<file path="src/design/ppos_pkg.sv">
// Constants for the port pin output select block.
// Assumes an 8-bit register write/read port decoded from the serial interface.
package ppos_pkg;

   ////////////////////////////////////////////////////////////////////////////
   // Register addresses within the common register area
   localparam logic [7:0] PPOS_ADDR_PAGE   = 8'h80;
   localparam logic [7:0] PPOS_ADDR_SRC01  = 8'h81;
   localparam logic [7:0] PPOS_ADDR_SRC23  = 8'h82;
   localparam logic [7:0] PPOS_ADDR_INVDRV = 8'h83;
   localparam logic [7:0] PPOS_ADDR_POL01  = 8'h84;

   ////////////////////////////////////////////////////////////////////////////
   // Reset values
   localparam logic [7:0] PPOS_RST_PAGE    = 8'h00;
   localparam logic [7:0] PPOS_RST_SRC01   = 8'h50;
   localparam logic [7:0] PPOS_RST_SRC23   = 8'h12;
   localparam logic [7:0] PPOS_RST_INVDRV  = 8'h00;
   localparam logic [7:0] PPOS_RST_POL01   = 8'hff;

   ////////////////////////////////////////////////////////////////////////////
   // Field positions
   localparam int PPOS_SRC_LO_LSB  = 0;
   localparam int PPOS_SRC_HI_LSB  = 4;
   localparam int PPOS_INV_LSB     = 0;
   localparam int PPOS_DRV_LSB     = 4;
   localparam int PPOS_POL_P0_LSB  = 0;
   localparam int PPOS_POL_P1_LSB  = 4;
   localparam int PPOS_PAGE_W      = 2;

   ////////////////////////////////////////////////////////////////////////////
   // Source selector codes
   localparam logic [3:0] PPOS_SRC_CLK     = 4'h0;
   localparam logic [3:0] PPOS_SRC_RXACT   = 4'h1;
   localparam logic [3:0] PPOS_SRC_INT     = 4'h2;
   localparam logic [3:0] PPOS_SRC_LOW     = 4'h3;
   localparam logic [3:0] PPOS_SRC_HIGH    = 4'h4;
   localparam logic [3:0] PPOS_SRC_SLICED  = 4'h5;
   localparam logic [3:0] PPOS_SRC_MFIL    = 4'h6;
   localparam logic [3:0] PPOS_SRC_CHDATA  = 4'h8;
   localparam logic [3:0] PPOS_SRC_CHSTR   = 4'h9;
   localparam logic [3:0] PPOS_SRC_DECDATA = 4'ha;
   localparam logic [3:0] PPOS_SRC_DECSTR  = 4'hb;

endpackage : ppos_pkg

</file>
<file path="src/design/ppos_pin_mux.sv">
// One port pin: source select, receive-active polarity, inversion, output flop.
// Assumes all source signals are synchronous to ref_clk_in.
`timescale 1ns/100ps
module ppos_pin_mux
   import ppos_pkg::*;
#(
   parameter bit CLK_ALLOWED = 1'b1
) (
   // Clock and reset
   input  wire logic       ref_clk_in,
   input  wire logic       reset_n_in,
   // Settings
   input  wire logic [3:0] src_sel_in,
   input  wire logic       rx_pol_in,
   input  wire logic       invert_in,
   // Sources
   input  wire logic       clk_out_in,
   input  wire logic       rx_active_in,
   input  wire logic       interrupt_low_active_in,
   input  wire logic       sliced_data_in,
   input  wire logic       matched_filter_data_in,
   input  wire logic       chip_data_in,
   input  wire logic       chip_strobe_in,
   input  wire logic       decoded_data_in,
   input  wire logic       decoded_strobe_in,
   // Pin
   output logic            pin_out
);

   typedef struct packed {
      logic pin;
   } ppos_pin_state_t;

   ppos_pin_state_t s_r;
   ppos_pin_state_t s_nxt;
   logic            raw;

   ////////////////////////////////////////////////////////////////////////////
   always_comb begin
      case (src_sel_in)
         PPOS_SRC_CLK:     raw = CLK_ALLOWED ? clk_out_in : 1'b0;
         PPOS_SRC_RXACT:   raw = rx_pol_in ? rx_active_in : ~rx_active_in;
         PPOS_SRC_INT:     raw = interrupt_low_active_in;
         PPOS_SRC_LOW:     raw = 1'b0;
         PPOS_SRC_HIGH:    raw = 1'b1;
         PPOS_SRC_SLICED:  raw = sliced_data_in;
         PPOS_SRC_MFIL:    raw = matched_filter_data_in;
         PPOS_SRC_CHDATA:  raw = chip_data_in;
         PPOS_SRC_CHSTR:   raw = chip_strobe_in;
         PPOS_SRC_DECDATA: raw = decoded_data_in;
         PPOS_SRC_DECSTR:  raw = decoded_strobe_in;
         // Unused codes park raw low so the pin holds its invert level, never junk
         default:          raw = 1'b0;
      endcase
      s_nxt     = s_r;
      s_nxt.pin = raw ^ invert_in;
   end

   always_ff @(posedge ref_clk_in) begin
      if (!reset_n_in) begin
         s_r.pin <= 1'b0;
      end else begin
         s_r <= s_nxt;
      end
   end

   assign pin_out = s_r.pin;
endmodule : ppos_pin_mux

</file>
<file path="src/design/ppos_port_pins.sv">
// Port pin output select: settings registers and four pin multiplexers.
// Assumes the serial interface delivers decoded byte writes and read strobes,
// and that the receiver reports the configuration it is running.
`timescale 1ns/100ps
module ppos_port_pins
   import ppos_pkg::*;
(
   // Clock and reset
   input  wire logic       ref_clk_in,
   input  wire logic       reset_n_in,
   // Register access
   input  wire logic [7:0] reg_addr_in,
   input  wire logic [7:0] reg_wdata_in,
   input  wire logic       reg_wr_in,
   input  wire logic       reg_rd_in,
   output logic [7:0]      reg_rdata_out,
   output logic            reg_rvalid_out,
   // Receiver status
   input  wire logic [1:0] active_config_in,
   // Pin sources
   input  wire logic       clk_out_in,
   input  wire logic       rx_active_in,
   input  wire logic       interrupt_low_active_in,
   input  wire logic       sliced_data_in,
   input  wire logic       matched_filter_data_in,
   input  wire logic       chip_data_in,
   input  wire logic       chip_strobe_in,
   input  wire logic       decoded_data_in,
   input  wire logic       decoded_strobe_in,
   // Pads
   output logic [3:0]      port_pin_out,
   output logic [3:0]      strong_drive_out,
   output logic [1:0]      register_page_select_out
);

   typedef struct packed {
      logic [1:0] page;
      logic [7:0] src01;
      logic [7:0] src23;
      logic [7:0] invdrv;
      logic [7:0] pol01;
      logic [7:0] rdata;
      logic       rvalid;
   } ppos_regs_t;

   ppos_regs_t s_r;
   ppos_regs_t s_nxt;
   logic [3:0] sel [4];
   logic [3:0] pol;
   logic [7:0] rd_mux;

   ////////////////////////////////////////////////////////////////////////////
   // Register writes and reads
   always_comb begin
      s_nxt        = s_r;
      s_nxt.rvalid = reg_rd_in;
      if (reg_wr_in) begin
         case (reg_addr_in)
            PPOS_ADDR_PAGE:   s_nxt.page   = reg_wdata_in[PPOS_PAGE_W-1:0];
            PPOS_ADDR_SRC01:  s_nxt.src01  = reg_wdata_in;
            PPOS_ADDR_SRC23:  s_nxt.src23  = reg_wdata_in;
            PPOS_ADDR_INVDRV: s_nxt.invdrv = reg_wdata_in;
            PPOS_ADDR_POL01:  s_nxt.pol01  = reg_wdata_in;
            default:          s_nxt.page   = s_r.page;
         endcase
      end
      case (reg_addr_in)
         PPOS_ADDR_PAGE:   rd_mux = {6'h00, s_r.page};
         PPOS_ADDR_SRC01:  rd_mux = s_r.src01;
         PPOS_ADDR_SRC23:  rd_mux = s_r.src23;
         PPOS_ADDR_INVDRV: rd_mux = s_r.invdrv;
         PPOS_ADDR_POL01:  rd_mux = s_r.pol01;
         default:          rd_mux = 8'h00;
      endcase
      s_nxt.rdata = reg_rd_in ? rd_mux : s_r.rdata;
   end

   always_ff @(posedge ref_clk_in) begin
      if (!reset_n_in) begin
         s_r.page   <= PPOS_RST_PAGE[PPOS_PAGE_W-1:0];
         s_r.src01  <= PPOS_RST_SRC01;
         s_r.src23  <= PPOS_RST_SRC23;
         s_r.invdrv <= PPOS_RST_INVDRV;
         s_r.pol01  <= PPOS_RST_POL01;
         s_r.rdata  <= 8'h00;
         s_r.rvalid <= 1'b0;
      end else begin
         s_r <= s_nxt;
      end
   end

   assign reg_rdata_out            = s_r.rdata;
   assign reg_rvalid_out           = s_r.rvalid;
   assign register_page_select_out = s_r.page;
   assign strong_drive_out         = s_r.invdrv[PPOS_DRV_LSB +: 4];

   ////////////////////////////////////////////////////////////////////////////
   // Per-pin selection; pins 2 and 3 keep active-high receive-active
   assign sel[0] = s_r.src01[PPOS_SRC_LO_LSB +: 4];
   assign sel[1] = s_r.src01[PPOS_SRC_HI_LSB +: 4];
   assign sel[2] = s_r.src23[PPOS_SRC_LO_LSB +: 4];
   assign sel[3] = s_r.src23[PPOS_SRC_HI_LSB +: 4];
   // Running configuration, not the page being addressed, picks polarity
   assign pol[0] = s_r.pol01[PPOS_POL_P0_LSB + int'(active_config_in)];
   assign pol[1] = s_r.pol01[PPOS_POL_P1_LSB + int'(active_config_in)];
   assign pol[2] = 1'b1;
   assign pol[3] = 1'b1;

   for (genvar i = 0; i < 4; i++) begin : g_pin
      ppos_pin_mux #(
         .CLK_ALLOWED (i != 3)
      ) u_pin (
         .ref_clk_in              (ref_clk_in),
         .reset_n_in              (reset_n_in),
         .src_sel_in              (sel[i]),
         .rx_pol_in               (pol[i]),
         .invert_in               (s_r.invdrv[PPOS_INV_LSB + i]),
         .clk_out_in              (clk_out_in),
         .rx_active_in            (rx_active_in),
         .interrupt_low_active_in (interrupt_low_active_in),
         .sliced_data_in          (sliced_data_in),
         .matched_filter_data_in  (matched_filter_data_in),
         .chip_data_in            (chip_data_in),
         .chip_strobe_in          (chip_strobe_in),
         .decoded_data_in         (decoded_data_in),
         .decoded_strobe_in       (decoded_strobe_in),
         .pin_out                 (port_pin_out[i])
      );
   end
endmodule : ppos_port_pins

</file>
<file path="config.mk">
export PLATFORM = sky130hd
export DESIGN_NAME = ppos_port_pins
export DESIGN_NICKNAME = d
export VERILOG_FILES = /design/src/design/ppos_pkg.sv /design/src/design/ppos_pin_mux.sv /design/src/design/ppos_port_pins.sv
export SDC_FILE = /design/constraint.sdc
export NUM_CORES = 1
export LEC_CHECK = 0
export ABC_AREA = 0
export BUFFER_PORTS_ARGS = -buffer_cell sky130_fd_sc_hd__buf_4
export CAP_MARGIN = 10
export CORE_MARGIN = 2
export CORE_UTILIZATION = 50
export CTS_CLUSTER_SIZE = 10
export DETAILED_ROUTE_END_ITERATION = 16
export GPL_ROUTABILITY_DRIVEN = 0
export PLACE_DENSITY_LB_ADDON = 0.12
export SETUP_SLACK_MARGIN = 0.4
export SYNTH_ARGS = -nofsm -noshare
export SYNTH_HDL_FRONTEND = slang
export SYNTH_SLANG_ARGS = --single-unit
</file>
<file path="constraint.sdc">
create_clock -name ref_clk_in -period 1.42 [get_ports ref_clk_in]
set_input_delay 0.284 -clock ref_clk_in [delete_from_list [all_inputs] [get_ports ref_clk_in]]
set_output_delay 0.284 -clock ref_clk_in [all_outputs]
set_load 0.01 [all_outputs]
</file>
==> impl_metrics.env <==
export IMPL_run_status="complete, but fails checks"
export IMPL_violations="negative setup slack"
export IMPL_grt_usage=0.266
export IMPL_drc_errors=0
export IMPL_cell_types_occupying_the_most_area_after_synthesis="dfxtp_1, mux2i_1, buf_4"
export IMPL_port_buffers=49
export IMPL_share_of_synthesized_cell_area_in_full_adder_half_adder_and_majority_cells=0
export IMPL_yosysTopAreaCell="dfxtp_1"
export IMPL_finalSetupTns_ps=-173
export IMPL_critPathCaptureType="register"
export IMPL_seq_area_frac_synth=0.364
export IMPL_h_tree_depth=2
export IMPL_dp_hpwl_mm=4.85
export IMPL_die_width_um=75.9
export IMPL_slew_limit_headroom=0.764
export IMPL_clock_fmax_mhz=663
export IMPL_routed_via_count=2504
export IMPL_synth_compound_area_frac=0.155
export IMPL_cts_sinks=47
export IMPL_path_max_fanout=2
export IMPL_finalWorstPathRequiredPeriod_ps=1510
export IMPL_synthesized_area_per_cell_um2=8.91
export IMPL_grt_setup_unrepaired="yes"
export IMPL_r2r_start="s_r[9]"
export IMPL_synthesis_nets=321
export IMPL_detail_route_wirelength_mm=7.56
export IMPL_dp_cells=408
export IMPL_portion_of_synthesized_cell_area_occupied_by_the_leading_cell_type=0.364
export IMPL_syn_cell_area_um2=2580
export IMPL_crit_path_cell_trace="mux4_2 > xnor2_2 > a22oi_1 > o21ai_1 > mux2i_1"
export IMPL_cp_startpoint="s_r[9]"
export IMPL_dominant_combinational_cell_family_by_area_after_synthesis="simple AND/OR/NAND/NOR gates"
export IMPL_async_flop_share=0
export IMPL_synth_mux_area_frac=0.153
export IMPL_endpoint="g_pin[0].u_pin.pin_out"
export IMPL_timing_critical_path_required_ps=1610
export IMPL_synth_simple_gate_area_frac=0.222
export IMPL_die_area_um2=5760
export IMPL_detail_route_vias_per_cell=5.67
export IMPL_drive_above_1_share=0.605
export IMPL_grt_pass1_wl_mm=12.4
export IMPL_cts_tree="built"
export IMPL_synth_cell_types=39
export IMPL_wl_per_cell_um=17.1
export IMPL_grt_overflow=0
export IMPL_height_of_the_chip_um=75.9
export IMPL_cts_hold_fix_buffers=0
export IMPL_synthTopCellsByCount="dfxtp_1, nand2_1, nand3_1"
export IMPL_maximum_number_of_pins_on_one_net_before_global_route_repair=26
export IMPL_cap_violations=0
export IMPL_floorplan_initialDensity=0.513
export IMPL_drtPass1Iterations=5
export IMPL_area_growth_syn_to_layout_pct=53.4
export IMPL_numCtsBuffers=5
export IMPL_layout_setup_ws_ps=-89.1
export IMPL_ff_latch_area_um2=995
export IMPL_leakagePower_nw=1.61
export IMPL_drt_iter0_drc=165
export IMPL_grt_antenna_before_repair=0
export IMPL_synth_edff_count=0
export IMPL_worstSkewPairLatency_ps=300
export IMPL_final_max_slew_violation_count=0
export IMPL_p_total_mw=2.59
export IMPL_pre_cts_ws_ps=-252
export IMPL_final_net_count=402
export IMPL_ys_seq_elements=47
export IMPL_syn_instance_count=290
export IMPL_n_antenna_cell=0
export IMPL_finalHoldViolations=0
export IMPL_post_layout_nonfiller_instances=442
export IMPL_power_density_nw_per_um2=652
export IMPL_worst_slew_pin_slew_ps=353
export IMPL_hp_class="input port to register"
export IMPL_number_of_global_route_vias_before_repair=2417
export IMPL_multiInputGateArea_um2=1760
export IMPL_route_antenna_remaining_nets=0
export IMPL_timing_critical_path_slowest_stage_cell="mux4_2"
export IMPL_reg2regPathDepth=5
export IMPL_yosys_cell_count_top_type="dfxtp_1"
export IMPL_root_buffer="clkbuf_8"
export IMPL_critical_path_arrival_ps=1700
export IMPL_reg2reg_setup_slack_ps=-90
export IMPL_core_um2=5040
export IMPL_vdd_ir_drop_worst_mv=0.459
export IMPL_synth_warnings=0
export IMPL_path_class="register to register"
export IMPL_cts_buffer_depth=2
export IMPL_clk_pin_slew_ps=90
export IMPL_synth_xor_area_share=0.00678
export IMPL_post_route_period_util=1.06
export IMPL_critical_path_reg2reg_endpoint="g_pin[0].u_pin.pin_out"
export IMPL_report_final_setup_viol=3
export IMPL_skew_ps=6.34
export IMPL_max_stage_delay_ps=490
export IMPL_postLayoutCoreUtil=0.786
export IMPL_placement_rows=26
export IMPL_yosys_most_used_dff="dfxtp_1"
export IMPL_count_of_pins_on_the_block_boundary=50
export IMPL_setup_worst_path_start_class="register"
export IMPL_layout_filler_cells=334
## worst min-delay path by stage
stage | from | end | slack (ps) | cells past startpoint
2_1_floorplan | reg_wdata_in[1] | s_r[10] | 410 | 2
3_3_place_gp | strong_drive_out[1] | strong_drive_out[1] | 480 | 2
3_5_place_dp | strong_drive_out[3] | strong_drive_out[3] | 480 | 2
4_1_cts | reg_wdata_in[6] | s_r[15] | 220 | 3
5_1_grt | reg_wdata_in[7] | s_r[16] | 230 | 3
6_report | reg_wdata_in[6] | s_r[15] | 220 | 3
## metrics by stage
stage | cell area (um^2) | hold slack [ps]
after floorplan | 2670 | 409
after global placement | 3140 | 484
after global routing | 3970 | 228
after detailed placement | 3140 | 485
after CTS | 3810 | 223
final | 3970 | 224
## logic make-up (layout without fill, tap and decap cells)
kind of cell / Yosys count / count (layout)
AO/OA/AOI/OAI: 61 / 61
XOR/XNOR: 2 / 2
buffers and inverters: 43 / 123
flip-flops: 47 / 47
multiplexers: 30 / 30
AND/OR/NAND/NOR: 107 / 109
## sequential cells by signal, indices dropped and copies added, names as in the netlist
signal,flops
g_pin.u_pin.pin_out,4
reg_rdata_out,8
reg_rvalid_out,1
register_page_select_out,2
s_r,28
strong_drive_out,4
## worst max-delay path, delay by kind of cell (launching register included)
kind	cells	cell delay, ps
flops	1	340
compound gates	2	290
xor+xnor	1	150
mux	2	620
## layout by cell type, fill, tap and decap left out, types with 6 or more instances in the layout
cell type	Yosys	routed
inv_1	7	7
buf_4	21	69
mux2i_1	16	16
buf_6	1	35
o21ai_1	6	14
dfxtp_1	47	14
mux4_2	7	7
nand3_2	0	18
nor2b_1	17	16
nand3_1	29	9
a22oi_2	0	6
nand2_1	36	25
clkbuf_8	0	7
dfxtp_2	0	28
## routing by layer
metal	part of all wire	track usage
met1	0.42	0.343
met2	0.52	0.467
met3	0.047	0.0405
met4	0.014	0.0709
met5	0	0
## layout make-up
class                      instances  area share
multi-input combinational        202       0.444
sequential                        47       0.251
timing repair buffer             108       0.251
clock buffer                       8      0.0252
tap                               70      0.0221
inverter                           7     0.00663
## repair_timing
item | 4_1_cts | 5_1_grt
pin swaps | 49 | 13
setup buffers | 20 | 3
setup endpoints to repair | 65 | 65
endpoints found under the hold margin | 0 | 0
gates cloned | 3 | 0
resized for setup | 117 | 33
## power breakdown
part	internal (mW)	switching (mW)
registers	1.32	0.00491
clock network	0.445	0.453
logic	0.181	0.186
total	1.94	0.644
Power figures use the tool's default switching activity.
